## src/mqe_pkg.sv

```systemverilog
// Shared constants and carrier types for the queue event monitor
package mqe_pkg;

	localparam int ADDR_W  = 32;
	localparam int DATA_W  = 64;
	localparam int BE_W    = 8;
	localparam int DEPTH   = 8;
	localparam int IDX_W   = 3;
	localparam int CNT_W   = 4;
	localparam int NUM_CTR = 4;
	localparam int INC_W   = 6;
	localparam int CTL_W   = 16;
	localparam int NBANK   = 8;

	// Counter control word: event code low, unit mask in bits 15:8
	localparam int CODE_LSB  = 0;
	localparam int UMASK_LSB = 8;

	// Rank and bank positions inside a request address
	localparam int BANK_LSB = 0;
	localparam int RANK_LSB = 3;
	localparam int SEL_W    = 3;

	localparam logic [SEL_W-1:0] RANK_ZERO  = 3'h0;
	localparam logic [SEL_W-1:0] RANK_ONE   = 3'h1;
	localparam logic [SEL_W-1:0] RANK_TWO   = 3'h2;
	localparam logic [SEL_W-1:0] RANK_SEVEN = 3'h7;

	localparam logic [CNT_W-1:0] QUEUE_DEPTH = 4'h8;
	localparam logic [BE_W-1:0]  BE_NONE     = 8'h00;
	localparam logic [INC_W-1:0] OCC_MAX     = 6'h20;
	localparam logic [INC_W-1:0] INC_RESET   = 6'h00;

	// Event codes
	localparam logic [7:0] EV_READ_QUEUE_ALLOCATIONS      = 8'h10;
	localparam logic [7:0] EV_READ_QUEUE_NONEMPTY_CYCLES  = 8'h11;
	localparam logic [7:0] EV_WRITE_QUEUE_ALLOCATIONS     = 8'h20;
	localparam logic [7:0] EV_WRITE_QUEUE_NONEMPTY_CYCLES = 8'h21;
	localparam logic [7:0] EV_WRITE_QUEUE_FULL_CYCLES     = 8'h22;
	localparam logic [7:0] EV_WRITE_QUEUE_READ_MATCH      = 8'h23;
	localparam logic [7:0] EV_WRITE_QUEUE_WRITE_MATCH     = 8'h24;
	localparam logic [7:0] EV_BUFFERED_WRITE_PUSH         = 8'h90;
	localparam logic [7:0] EV_BUFFERED_WRITE_OCCUPANCY    = 8'h91;
	localparam logic [7:0] EV_READ_COLUMN_RANK_SEVEN      = 8'hb7;
	localparam logic [7:0] EV_WRITE_COLUMN_RANK_ZERO      = 8'hb8;
	localparam logic [7:0] EV_WRITE_COLUMN_RANK_ONE       = 8'hb9;
	localparam logic [7:0] EV_WRITE_COLUMN_RANK_TWO       = 8'hba;
	localparam logic [7:0] EV_WRITE_TO_READ_MODE_SWITCH   = 8'hc0;
	localparam logic [7:0] EV_MODE_REQUEST_DENIED         = 8'hc1;

	typedef struct packed {
		logic              time_critical_class;
		logic [ADDR_W-1:0] addr;
	} mqe_rd_req_t;

	typedef struct packed {
		logic [ADDR_W-1:0] addr;
		logic [DATA_W-1:0] data;
		logic [BE_W-1:0]   be;
	} mqe_wr_req_t;

	typedef struct packed {
		logic              is_write;
		logic [ADDR_W-1:0] addr;
		logic [DATA_W-1:0] data;
		logic [BE_W-1:0]   be;
	} mqe_cmd_t;

	// Per-cycle event sources; push is {read_major_mode, write_major_mode},
	// mode_switch is {buffered_retry, starvation, low_threshold}
	typedef struct packed {
		logic             rpq_ne;
		logic             rpq_ins;
		logic             wpq_full;
		logic             wpq_ne;
		logic             wpq_ins;
		logic             rd_match;
		logic             wr_match;
		logic [NBANK-1:0] rd_col_r7;
		logic [NBANK-1:0] wr_col_r0;
		logic [NBANK-1:0] wr_col_r1;
		logic [NBANK-1:0] wr_col_r2;
		logic [1:0]       push;
		logic [INC_W-1:0] occupancy;
		logic [2:0]       mode_switch;
		logic             mode_denied;
	} mqe_evt_t;

endpackage

```

## src/mqe_evsel.sv

```systemverilog
// One counter's event selector: code and unit mask to an increment
`timescale 1ns/100ps
`default_nettype none
module mqe_evsel
	import mqe_pkg::*;
(
	input  wire logic             mclk_i,
	input  wire logic             rst_n_i,
	input  wire logic [CTL_W-1:0] ctl_i,
	input  wire mqe_evt_t         evt_i,
	output logic      [INC_W-1:0] inc_o
);

	logic [INC_W-1:0] inc_ff;
	logic [INC_W-1:0] nxt_inc;

	// One count per sub-event matching any set unit-mask bit
	function automatic logic [INC_W-1:0] hits(input logic [7:0] v);
		logic [INC_W-1:0] s;
		s = INC_RESET;
		for (int i = 0; i < 8; i++) begin
			s = s + {{(INC_W-1){1'b0}}, v[i]}; // [RQ23]
		end
		return s;
	endfunction

	always_comb begin
		logic [7:0] code;
		logic [7:0] um;
		code = ctl_i[CODE_LSB +: 8];
		um   = ctl_i[UMASK_LSB +: 8]; // [RQ22]
		case (code)
		EV_READ_QUEUE_NONEMPTY_CYCLES:  nxt_inc = hits({7'h0, evt_i.rpq_ne}); // [RQ1]
		EV_READ_QUEUE_ALLOCATIONS:      nxt_inc = hits({7'h0, evt_i.rpq_ins}); // [RQ2]
		EV_WRITE_QUEUE_FULL_CYCLES:     nxt_inc = hits({7'h0, evt_i.wpq_full}); // [RQ5]
		EV_WRITE_QUEUE_NONEMPTY_CYCLES: nxt_inc = hits({7'h0, evt_i.wpq_ne}); // [RQ6]
		EV_WRITE_QUEUE_ALLOCATIONS:     nxt_inc = hits({7'h0, evt_i.wpq_ins}); // [RQ7]
		EV_WRITE_QUEUE_READ_MATCH:      nxt_inc = hits({7'h0, evt_i.rd_match}); // [RQ14]
		EV_WRITE_QUEUE_WRITE_MATCH:     nxt_inc = hits({7'h0, evt_i.wr_match}); // [RQ14]
		EV_READ_COLUMN_RANK_SEVEN:      nxt_inc = hits(um & evt_i.rd_col_r7); // [RQ15]
		EV_WRITE_COLUMN_RANK_ZERO:      nxt_inc = hits(um & evt_i.wr_col_r0); // [RQ16]
		EV_WRITE_COLUMN_RANK_ONE:       nxt_inc = hits(um & evt_i.wr_col_r1); // [RQ16]
		EV_WRITE_COLUMN_RANK_TWO:       nxt_inc = hits(um & evt_i.wr_col_r2); // [RQ16]
		EV_BUFFERED_WRITE_PUSH:         nxt_inc = hits(um & {6'h0, evt_i.push}); // [RQ17]
		EV_BUFFERED_WRITE_OCCUPANCY:    nxt_inc = (evt_i.occupancy > OCC_MAX) ?
			OCC_MAX : evt_i.occupancy; // [RQ18]
		// One switch counts once, however many of its causes are enabled
		EV_WRITE_TO_READ_MODE_SWITCH:   nxt_inc = hits({7'h0,
			|(um & {5'h0, evt_i.mode_switch})}); // [RQ19] [RQ21]
		EV_MODE_REQUEST_DENIED:         nxt_inc = hits({7'h0, evt_i.mode_denied}); // [RQ20]
		default:                        nxt_inc = INC_RESET;
		endcase
	end

	always_ff @(posedge mclk_i or negedge rst_n_i) begin
		if (!rst_n_i) begin
			inc_ff <= INC_RESET;
		end else begin
			inc_ff <= nxt_inc;
		end
	end

	assign inc_o = inc_ff;

endmodule
`default_nettype wire

```

## src/mqe_rpq.sv

```systemverilog
// Read pending queue: in-order FIFO of accepted read requests
`timescale 1ns/100ps
`default_nettype none
module mqe_rpq
	import mqe_pkg::*;
(
	input  wire logic             mclk_i,
	input  wire logic             rst_n_i,
	input  wire logic             push_i,
	input  wire mqe_rd_req_t      data_i,
	input  wire logic             pop_i,
	output mqe_rd_req_t           head_o,
	output logic      [CNT_W-1:0] count_o,
	output logic                  empty_o
);

	mqe_rd_req_t      mem_ff [DEPTH];
	mqe_rd_req_t      nxt_mem [DEPTH];
	logic [IDX_W-1:0] wp_ff;
	logic [IDX_W-1:0] rp_ff;
	logic [CNT_W-1:0] cnt_ff;
	logic [IDX_W-1:0] nxt_wp;
	logic [IDX_W-1:0] nxt_rp;
	logic [CNT_W-1:0] nxt_cnt;
	logic             do_pop;

	always_comb begin
		nxt_mem = mem_ff;
		nxt_wp  = wp_ff;
		nxt_rp  = rp_ff;
		nxt_cnt = cnt_ff;
		do_pop  = pop_i && (cnt_ff != '0);
		if (push_i) begin
			nxt_mem[wp_ff] = data_i;
			nxt_wp         = wp_ff + 3'h1;
		end
		if (do_pop) begin
			nxt_rp = rp_ff + 3'h1;
		end
		nxt_cnt = cnt_ff + {3'h0, push_i} - {3'h0, do_pop};
	end

	always_ff @(posedge mclk_i or negedge rst_n_i) begin
		if (!rst_n_i) begin
			mem_ff <= '{default: '0};
			wp_ff  <= '0;
			rp_ff  <= '0;
			cnt_ff <= '0;
		end else begin
			mem_ff <= nxt_mem;
			wp_ff  <= nxt_wp;
			rp_ff  <= nxt_rp;
			cnt_ff <= nxt_cnt;
		end
	end

	assign head_o  = mem_ff[rp_ff];
	assign count_o = cnt_ff;
	assign empty_o = (cnt_ff == '0);

endmodule
`default_nettype wire

```

## src/mqe_monitor.sv

```systemverilog
// Memory controller channel queues with performance event generation
// Functional notes
// [RQ1] Event 0x11 adds one each cycle the read queue is not empty.
// [RQ2] Event 0x10 counts every read queue allocation, both request classes.
// [RQ3] Read entry allocates just after entry, frees when its column access issues.
// [RQ4] Home agent sends requests only while holding a free-entry credit.
// [RQ5] Event 0x22 counts write queue full cycles; no writes accepted then.
// [RQ6] Event 0x21 adds one each cycle the write queue is not empty.
// [RQ7] Event 0x20 counts every write queue allocation.
// [RQ8] Write entry stays until its write is issued to memory.
// [RQ9] Writes report completion once posted, not after the memory write.
// [RQ10] Reads and writes may pass pending writes only to different addresses.
// [RQ11] Every read and write first searches the write queue by address.
// [RQ12] A read matching a pending write takes data from the write queue.
// [RQ13] Matching full write overwrites; matching partial write merges its bytes only.
// [RQ14] Events 0x23 and 0x24 count read and write matches in write queue.
// [RQ15] Event 0xb7 counts rank 7 read column accesses, unit-mask bit per bank.
// [RQ16] Events 0xb8-0xba count rank 0-2 write column accesses per bank.
// [RQ17] Event 0x90 counts buffered pushes; bit0 write mode, bit1 read mode.
// [RQ18] Event 0x91 adds buffered write buffer occupancy, up to 32 a cycle.
// [RQ19] Event 0xc0 counts write-to-read mode switches by three selectable causes.
// [RQ20] Event 0xc1 counts denied major mode requests.
// [RQ21] Any event on any of counters 0-3; one per cycle except occupancy.
// [RQ22] Unit mask sits in bits 15:8 beside the event code.
// [RQ23] Several mask bits set: one count per matching sub-event; event 0xc0 counts a switch once however many causes match.
`timescale 1ns/100ps
`default_nettype none
module mqe_monitor
	import mqe_pkg::*;
(
	input  wire logic                   mclk_i,
	input  wire logic                   rst_n_i,
	input  wire logic                   rd_req_valid_i,
	input  wire mqe_rd_req_t            rd_req_i,
	input  wire logic                   wr_req_valid_i,
	input  wire mqe_wr_req_t            wr_req_i,
	input  wire logic                   mem_ready_i,
	input  wire logic                   write_major_mode_i,
	input  wire logic                   buffered_write_push_i,
	input  wire logic       [INC_W-1:0] buffered_write_occupancy_i,
	input  wire logic             [2:0] mode_switch_cause_i,
	input  wire logic                   mode_request_denied_i,
	input  wire logic [NUM_CTR-1:0][CTL_W-1:0] ctr_ctl_i,
	output logic                        rd_queue_full_o,
	output logic                        wr_queue_full_o,
	output logic                        wr_posted_o,
	output logic                        cmd_valid_o,
	output mqe_cmd_t                    cmd_o,
	output logic                        rd_fwd_valid_o,
	output mqe_wr_req_t                 rd_fwd_o,
	output logic [NUM_CTR-1:0][INC_W-1:0] ctr_inc_o
);

	// Request intake stage
	logic        rd_in_v_ff;
	mqe_rd_req_t rd_in_ff;
	logic        wr_in_v_ff;
	mqe_wr_req_t wr_in_ff;
	logic        nxt_rd_in_v;
	mqe_rd_req_t nxt_rd_in;
	logic        nxt_wr_in_v;
	mqe_wr_req_t nxt_wr_in;

	// Write pending queue storage
	logic [DEPTH-1:0]  wv_ff;
	logic [ADDR_W-1:0] wa_ff [DEPTH];
	logic [DATA_W-1:0] wd_ff [DEPTH];
	logic [BE_W-1:0]   wb_ff [DEPTH];
	logic [DEPTH-1:0]  nxt_wv;
	logic [ADDR_W-1:0] nxt_wa [DEPTH];
	logic [DATA_W-1:0] nxt_wd [DEPTH];
	logic [BE_W-1:0]   nxt_wb [DEPTH];

	// Outputs and flags
	logic        rd_full_ff;
	logic        wr_full_ff;
	logic        cmd_v_ff;
	mqe_cmd_t    cmd_ff;
	logic        fwd_v_ff;
	mqe_wr_req_t fwd_ff;
	mqe_evt_t    evt_ff;
	logic        nxt_rd_full;
	logic        nxt_wr_full;
	logic        nxt_cmd_v;
	mqe_cmd_t    nxt_cmd;
	logic        nxt_fwd_v;
	mqe_wr_req_t nxt_fwd;
	mqe_evt_t    nxt_evt;

	// Read queue wires
	mqe_rd_req_t      rpq_head;
	logic [CNT_W-1:0] rpq_count;
	logic             rpq_empty;
	logic             rpq_pop;

	// Scheduling terms
	logic [DEPTH-1:0]  rd_hit_vec;
	logic [DEPTH-1:0]  wr_hit_vec;
	logic [IDX_W-1:0]  rd_hit_idx;
	logic [IDX_W-1:0]  wr_hit_idx;
	logic [IDX_W-1:0]  issue_idx;
	logic [IDX_W-1:0]  free_idx;
	logic              issue_wr;
	logic              issue_rd;
	logic              fwd_rd;
	logic              wr_alloc;
	logic              wr_merge;
	logic [CNT_W-1:0]  wpq_count;
	logic [CNT_W-1:0]  nxt_wpq_count;

	mqe_rpq u_rpq (
		.mclk_i  (mclk_i),
		.rst_n_i (rst_n_i),
		.push_i  (rd_in_v_ff), // [RQ3]
		.data_i  (rd_in_ff),
		.pop_i   (rpq_pop),
		.head_o  (rpq_head),
		.count_o (rpq_count),
		.empty_o (rpq_empty)
	);

	// Intake: a request is refused while its queue reports full; the
	// home agent is expected to hold credits so this never drops work
	always_comb begin
		nxt_rd_in_v = rd_req_valid_i && !rd_full_ff; // [RQ4]
		nxt_rd_in   = rd_req_i;
		nxt_wr_in_v = wr_req_valid_i && !wr_full_ff; // [RQ5]
		nxt_wr_in   = wr_req_i;
	end

	always_ff @(posedge mclk_i or negedge rst_n_i) begin
		if (!rst_n_i) begin
			rd_in_v_ff <= 1'b0;
			rd_in_ff   <= '0;
			wr_in_v_ff <= 1'b0;
			wr_in_ff   <= '0;
		end else begin
			rd_in_v_ff <= nxt_rd_in_v;
			rd_in_ff   <= nxt_rd_in;
			wr_in_v_ff <= nxt_wr_in_v;
			wr_in_ff   <= nxt_wr_in;
		end
	end

	// Address search and issue selection over the write queue
	always_comb begin
		issue_idx  = '0;
		free_idx   = '0;
		rd_hit_idx = '0;
		wr_hit_idx = '0;
		wpq_count  = '0;
		for (int i = DEPTH - 1; i >= 0; i--) begin
			if (wv_ff[i]) begin
				issue_idx = IDX_W'(i);
			end else begin
				free_idx = IDX_W'(i);
			end
			wpq_count = wpq_count + {3'h0, wv_ff[i]};
		end
		// Write major mode favours draining writes; reads go otherwise
		issue_wr = mem_ready_i && (wv_ff != '0) &&
			(write_major_mode_i || rpq_empty);
		for (int i = 0; i < DEPTH; i++) begin
			rd_hit_vec[i] = wv_ff[i] && (wa_ff[i] == rpq_head.addr); // [RQ11]
			// An entry leaving this cycle takes no merge; a new one is made
			wr_hit_vec[i] = wv_ff[i] && (wa_ff[i] == wr_in_ff.addr) &&
				!(issue_wr && (issue_idx == IDX_W'(i))); // [RQ11]
		end
		for (int i = DEPTH - 1; i >= 0; i--) begin
			if (rd_hit_vec[i]) begin
				rd_hit_idx = IDX_W'(i);
			end
			if (wr_hit_vec[i]) begin
				wr_hit_idx = IDX_W'(i);
			end
		end
		fwd_rd   = !rpq_empty && (rd_hit_vec != '0); // [RQ12]
		// A read never passes a write to its own address
		issue_rd = !rpq_empty && !fwd_rd && mem_ready_i && !issue_wr; // [RQ10]
		rpq_pop  = fwd_rd || issue_rd; // [RQ3]
		wr_merge = wr_in_v_ff && (wr_hit_vec != '0);
		wr_alloc = wr_in_v_ff && (wr_hit_vec == '0); // [RQ7]
	end

	// Write queue update: merge, allocate and release
	always_comb begin
		nxt_wv = wv_ff;
		nxt_wa = wa_ff;
		nxt_wd = wd_ff;
		nxt_wb = wb_ff;
		if (issue_wr) begin
			nxt_wv[issue_idx] = 1'b0; // [RQ8]
		end
		if (wr_merge) begin
			for (int b = 0; b < BE_W; b++) begin
				if (wr_in_ff.be[b]) begin
					nxt_wd[wr_hit_idx][b*8 +: 8] = wr_in_ff.data[b*8 +: 8]; // [RQ13]
				end
			end
			nxt_wb[wr_hit_idx] = wb_ff[wr_hit_idx] | wr_in_ff.be; // [RQ13]
		end
		if (wr_alloc) begin
			// Partial data is kept with its byte mask; no fill read needed
			nxt_wv[free_idx] = 1'b1;
			nxt_wa[free_idx] = wr_in_ff.addr;
			nxt_wd[free_idx] = wr_in_ff.data;
			nxt_wb[free_idx] = wr_in_ff.be; // [RQ13]
		end
		nxt_wpq_count = wpq_count + {3'h0, wr_alloc} - {3'h0, issue_wr};
	end

	always_ff @(posedge mclk_i or negedge rst_n_i) begin
		if (!rst_n_i) begin
			wv_ff <= '0;
			wa_ff <= '{default: '0};
			wd_ff <= '{default: '0};
			wb_ff <= '{default: BE_NONE};
		end else begin
			wv_ff <= nxt_wv;
			wa_ff <= nxt_wa;
			wd_ff <= nxt_wd;
			wb_ff <= nxt_wb;
		end
	end

	// Full flags count the intake stage too, so a request already taken
	// always finds a slot
	always_comb begin
		nxt_wr_full = ({1'b0, nxt_wpq_count} + {4'h0, nxt_wr_in_v}) >=
			{1'b0, QUEUE_DEPTH}; // [RQ5]
		nxt_rd_full = ({1'b0, rpq_count} + {4'h0, rd_in_v_ff} +
			{4'h0, nxt_rd_in_v} - {4'h0, rpq_pop}) >= {1'b0, QUEUE_DEPTH};
	end

	// Memory command and forwarded read data
	always_comb begin
		nxt_cmd_v = issue_wr || issue_rd;
		nxt_cmd   = '0;
		if (issue_wr) begin
			nxt_cmd.is_write = 1'b1;
			nxt_cmd.addr     = wa_ff[issue_idx];
			nxt_cmd.data     = wd_ff[issue_idx];
			nxt_cmd.be       = wb_ff[issue_idx];
		end else if (issue_rd) begin
			nxt_cmd.addr = rpq_head.addr;
		end
		nxt_fwd_v = fwd_rd; // [RQ12]
		nxt_fwd   = '0;
		if (fwd_rd) begin
			nxt_fwd.addr = rpq_head.addr;
			nxt_fwd.data = wd_ff[rd_hit_idx];
			nxt_fwd.be   = wb_ff[rd_hit_idx];
		end
	end

	// Event sources sampled once a cycle for all four counters
	always_comb begin
		logic [SEL_W-1:0] rank;
		logic [NBANK-1:0] bank_hot;
		rank     = nxt_cmd.addr[RANK_LSB +: SEL_W];
		bank_hot = 8'h01 << nxt_cmd.addr[BANK_LSB +: SEL_W];
		nxt_evt          = '0;
		nxt_evt.rpq_ne   = !rpq_empty; // [RQ1]
		nxt_evt.rpq_ins  = rd_in_v_ff; // [RQ2]
		nxt_evt.wpq_full = wr_full_ff; // [RQ5]
		nxt_evt.wpq_ne   = (wv_ff != '0); // [RQ6]
		nxt_evt.wpq_ins  = wr_alloc; // [RQ7]
		nxt_evt.rd_match = fwd_rd; // [RQ14]
		nxt_evt.wr_match = wr_merge; // [RQ14]
		if (issue_rd && (rank == RANK_SEVEN)) begin
			nxt_evt.rd_col_r7 = bank_hot; // [RQ15]
		end
		if (issue_wr && (rank == RANK_ZERO)) begin
			nxt_evt.wr_col_r0 = bank_hot; // [RQ16]
		end
		if (issue_wr && (rank == RANK_ONE)) begin
			nxt_evt.wr_col_r1 = bank_hot; // [RQ16]
		end
		if (issue_wr && (rank == RANK_TWO)) begin
			nxt_evt.wr_col_r2 = bank_hot; // [RQ16]
		end
		nxt_evt.push = {buffered_write_push_i && !write_major_mode_i,
			buffered_write_push_i && write_major_mode_i}; // [RQ17]
		nxt_evt.occupancy   = buffered_write_occupancy_i; // [RQ18]
		nxt_evt.mode_switch = mode_switch_cause_i; // [RQ19]
		nxt_evt.mode_denied = mode_request_denied_i; // [RQ20]
	end

	always_ff @(posedge mclk_i or negedge rst_n_i) begin
		if (!rst_n_i) begin
			rd_full_ff <= 1'b0;
			wr_full_ff <= 1'b0;
			cmd_v_ff   <= 1'b0;
			cmd_ff     <= '0;
			fwd_v_ff   <= 1'b0;
			fwd_ff     <= '0;
			evt_ff     <= '0;
		end else begin
			rd_full_ff <= nxt_rd_full;
			wr_full_ff <= nxt_wr_full;
			cmd_v_ff   <= nxt_cmd_v;
			cmd_ff     <= nxt_cmd;
			fwd_v_ff   <= nxt_fwd_v;
			fwd_ff     <= nxt_fwd;
			evt_ff     <= nxt_evt;
		end
	end

	// Every counter sees the same event set
	for (genvar c = 0; c < NUM_CTR; c++) begin : g_ctr
		mqe_evsel u_evsel (
			.mclk_i  (mclk_i),
			.rst_n_i (rst_n_i),
			.ctl_i   (ctr_ctl_i[c]),
			.evt_i   (evt_ff),
			.inc_o   (ctr_inc_o[c]) // [RQ21]
		);
	end

	assign rd_queue_full_o = rd_full_ff;
	assign wr_queue_full_o = wr_full_ff;
	// Posted completion: one cycle after acceptance, before any DRAM write
	assign wr_posted_o     = wr_in_v_ff; // [RQ9]
	assign cmd_valid_o     = cmd_v_ff;
	assign cmd_o           = cmd_ff;
	assign rd_fwd_valid_o  = fwd_v_ff;
	assign rd_fwd_o        = fwd_ff;

endmodule
`default_nettype wire

```

## config.mk

```make
export PLATFORM = sky130hd
export DESIGN_NAME = mqe_monitor
export DESIGN_NICKNAME = d
export VERILOG_FILES = /design/src/mqe_pkg.sv /design/src/mqe_evsel.sv /design/src/mqe_rpq.sv /design/src/mqe_monitor.sv
export SDC_FILE = /design/constraint.sdc
export NUM_CORES = 2
export LEC_CHECK = 0
export ABC_AREA = 1
export BUFFER_PORTS_ARGS = -buffer_cell sky130_fd_sc_hd__buf_2
export CORE_MARGIN = 2
export CORE_UTILIZATION = 63
export CTS_CLUSTER_SIZE = 8
export DETAILED_ROUTE_END_ITERATION = 6
export PLACE_DENSITY = 0.82
export SLEW_MARGIN = 20
export SYNTH_ARGS = -nofsm -noshare
export SYNTH_HDL_FRONTEND = slang
export SYNTH_SLANG_ARGS = --single-unit
```

## constraint.sdc

```tcl
create_clock -name mclk_i -period 11 [get_ports mclk_i]
set_input_delay 1.65 -clock mclk_i [delete_from_list [all_inputs] [get_ports mclk_i]]
set_output_delay 1.65 -clock mclk_i [all_outputs]
set_load 0.005 [all_outputs]
```

==> results.py <==
metrics = {
    "power": {
        "comb_power_share_pct": 44.4,
        "powerDensity_nw_per_um2": 291.1,
        "p_sw_uw": 12420,
        "peakVddDrop_mv": 0.3868,
        "swShare_pct": 46.47,
        "internal_power_uw": 14310,
        "finalPower_uw": 26740,
        "leakagePower_uw": 0.04525,
        "seqPwrFrac_pct": 33.6,
        "p_clk_share_pct": 22.0,
    },
    "synthesis": {
        "yosys-top-cells-area": "dfrtp_1, nand2_1, o21ai_0, inv_1, nand3_1",
        "synth_common_cells": "nand2_1, dfrtp_1, inv_1, o21ai_0, nand3_1",
        "synth-async-reset-ratio_pct": 100.0,
        "yosysTopAreaCell": "dfrtp_1",
        "syn_nets": 11586,
        "synth_enable_flop_cells": 0,
        "syn_area_per_cell_sq_um": 7.458,
        "yosys_most_used_dff": "dfrtp_1",
        "synth.most_common_cell": "nand2_1",
        "ys_seq_elements": 1531,
        "synth_warnings": 0,
        "synth.distinct_cells": 67,
        "synthCells": 11228,
        "synth_seq_area_share_pct": 45.75,
        "syn-cell-area_sq_um": 83740,
        "synth_top_area_share_pct": 45.75,
    },
    "floorplan": {
        "row_count": 133,
        "ioPinCount": 456,
        "dieArea_sq_um": 135900,
        "die_height_um": 368.6,
        "core_sq_um": 131600,
        "start_util_pct": 63.62,
        "dieWidth_um": 368.6,
    },
    "placed_design": {
        "dp_hpwl_um": 209900,
        "gp_congestion": 1.048,
        "io_buffers": 454,
        "dpl_cell_area_sq_um": 86180,
        "place_inst": 12877,
    },
    "route": {
        "post_drt_wl_per_cell_um": 24.48,
        "antenna_left": 0,
        "routed_wl_um": 321100,
        "firstDrtPassIters": 7,
        "via_per_inst": 6.321,
        "drc": 18,
        "vias": 82925,
        "drt_iter0_drc": 12815,
    },
    "critical_path": {
        "end_kind": "flip-flop",
        "start_kind": "flip-flop",
        "rrSetupSlack_ns": 2.52,
        "timing.rr.start": "u_rpq.rp_ff[0]",
        "reg2reg_depth": 29,
        "path_delay_family": "buffers and inverters",
        "slowest_delay_ns": 0.79,
        "cp.required_ns": 11.70,
        "critPathBufInv": 8,
        "slowest_stage": "nand2_1",
        "critPathKind": "reg -> reg",
        "r2r-end": "rd_queue_full_o",
        "cp_max_fo": 69,
        "worst_path_most_repeated_cell": "nand2_1",
        "cp.arrival_ns": 9.18,
    },
    "clock_tree": {
        "htreeDepth": 4,
        "cts_buffer_depth": 3,
        "clk_pin_slew_ns": 0.05,
        "cts.repair.resized": 0,
        "cts_setup_buffers": 0,
        "cts_root_buf": "clkbuf_16",
        "cts_tree": "done",
        "hold_buffers": 0,
        "clkSinkCount": 1531,
        "clk_latency_ns": 0.86,
        "cts_buffers": 210,
    },
    "sta": {
        "timing.final.max_slew_violations": 0,
        "max_slew_margin_pct": 14.97,
        "hold_viol_final": 0,
        "rsz0062_at_grt": "false",
        "fmax_ghz": 0.1179,
        "setup-violations-final": 0,
        "finalCritPeriodShare_pct": 77.10,
        "finalClockSkew_ns": 0.06067,
        "min_period_ns": 8.481,
        "setup_tns_ns": 0,
        "worstMarginPinSlew_ns": 1.275,
    },
    "global_routing": {
        "grt_usage_pct": 46.66,
        "grt_max_degree": 171,
        "grt_remaining_overflow": 0,
        "grt_pass1_wl_um": 480600,
        "antenna_found_initial": 16,
        "grt_pass1_vias": 79609,
    },
    "run_status": {
        "violations": "design-rule violations",
        "outcome": "finished, violations left",
    },
    "cells_and_area": {
        "nets": 11692,
        "area_growth_pct": 9.687,
        "fin_util_pct": 69.78,
        "finish.instance_area_sq_um": 91850,
        "drive_gt1_share_pct": 8.496,
        "fin_cells": 13118,
    },
    "min_path": {
        "hold-path-cell-count": 1,
        "worstHoldStart": "rd_queue_full_o",
        "hold_end": "rd_in_v_ff",
        "hold_path_class": "reg -> reg",
    },
    "job": {
        "max-cap-violations": 0,
    },
}
==> kinds of logic (layout without fill, tap and decap cells) <==
logic type	Yosys count	in the layout	share of synthesized area, %
DFF	1531	1531	45.75
AOI/OAI and AO/OA	2143	2143	13.99
muxes	1	1	0.01345
adders and majority gates	140	140	2.746
and+or+nand+nor	5149	5149	25.42
other	0	5	0
xor gates and xnor gates	190	190	1.987
buffers and inverters	2074	2204	10.09
==> final cells by class <==
type / instances / area (sq um)
Timing Repair Buffer: 581 / 3344
Antenna cell: 5 / 12.51
Inverter: 1387 / 5220
Clock inverter: 15 / 321.6
Multi-Input combinational cell: 7623 / 37110
Sequential cell: 1531 / 38320
Fill cell: 10411 / 39780
Clock buffer: 221 / 5326
Tap cell: 1755 / 2196
==> routing by layer <==
| metal | share of wire, % | vias to the layer above | global-route usage (%) |
|---|---|---|---|
| met3 | 14 | 1302 | 13.31 |
| li1 | - | 36044 | - |
| met5 | 0.054 | - | 0 |
| met1 | 36 | 39190 | 61.34 |
| met4 | 6.8 | 20 | 27.20 |
| met2 | 43 | 6369 | 69.22 |
==> flip-flops by register name (all words and copies together) (netlist names), 3 cells and up <==
register and count:
wd_ff 512, u_rpq.mem_ff 256, wa_ff 256, cmd_o 105
rd_fwd_o 104, wr_in_ff 104, wb_ff 64, evt_ff 51
rd_in_ff 32, g_ctr.u_evsel.inc_o 24, wv_ff 8, u_rpq.count_o 4
u_rpq.rp_ff 3, u_rpq.wp_ff 3
==> metrics by stage <==
stage	setup slack (ns)	hold slack (ns)
final	2.519	0.4778
after global routing	2.276	0.5037
after CTS	2.856	0.4832
after detailed placement	2.989	0.4727
after global placement	3.015	0.4600
after floorplan	5.651	0.3964
==> power by group through the flow <==
stage / clock, uW / sequential [uW] / combinational, uW
2_1_floorplan: 0 / 8420 / 7520
3_3_place_gp: 0 / 8870 / 10900
3_5_place_dp: 0 / 8950 / 11200
4_1_cts: 5870 / 8900 / 11400
5_1_grt: 6110 / 9130 / 12800
6_report: 5880 / 8990 / 11900
==> how the worst max path moves through the flow <==
| stage | depth (start not counted) | to | slack, ns | startpoint |
|---|---|---|---|---|
| 2_1_floorplan | 15 | wr_queue_full_o | 5.65 | mem_ready_i |
| 3_5_place_dp | 30 | rd_queue_full_o | 2.99 | u_rpq.rp_ff[0] |
| 3_3_place_gp | 29 | rd_queue_full_o | 3.01 | u_rpq.rp_ff[0] |
| 5_1_grt | 30 | rd_queue_full_o | 2.28 | u_rpq.rp_ff[0] |
| 4_1_cts | 30 | rd_queue_full_o | 2.86 | u_rpq.rp_ff[0] |
| 6_report | 29 | rd_queue_full_o | 2.52 | u_rpq.rp_ff[0] |
==> layout by cell type (no fill, tap or decap), drive strengths merged, types with 2 or more instances in the layout <==
cell	count
o211ai	50
and2	7
nor3b	2
o2111ai	34
nand2	3247
a211oi	3
o21bai	2
nor2	733
or2	13
inv	1386
o41ai	4
diode	5
clkinv	16
nand3	806
o32ai	5
o21ai	1462
nand4	157
o22ai	48
o221ai	33
a221oi	8
and3	2
clkbuf	221
o31ai	3
xnor2	56
a21oi	330
a22o	2
nand3b	20
ha	67
nor4	29
dfrtp	1531
nor3	131
fa	73
buf	581
a31oi	150
a2111oi	2
xor2	134
==> worst reg2reg max path, delay by kind of cell, from the launching register on <==
kind	cells	cell delay [ns]
AOI/OAI and AO/OA	3	0.72
xor gates and xnor gates	1	0.14
adders and majority gates	3	1.12
buffers and inverters	8	2.83
DFF	1	0.77
and+or+nand+nor	14	2.76
No activity file was read; power rests on OpenSTA's default activity.
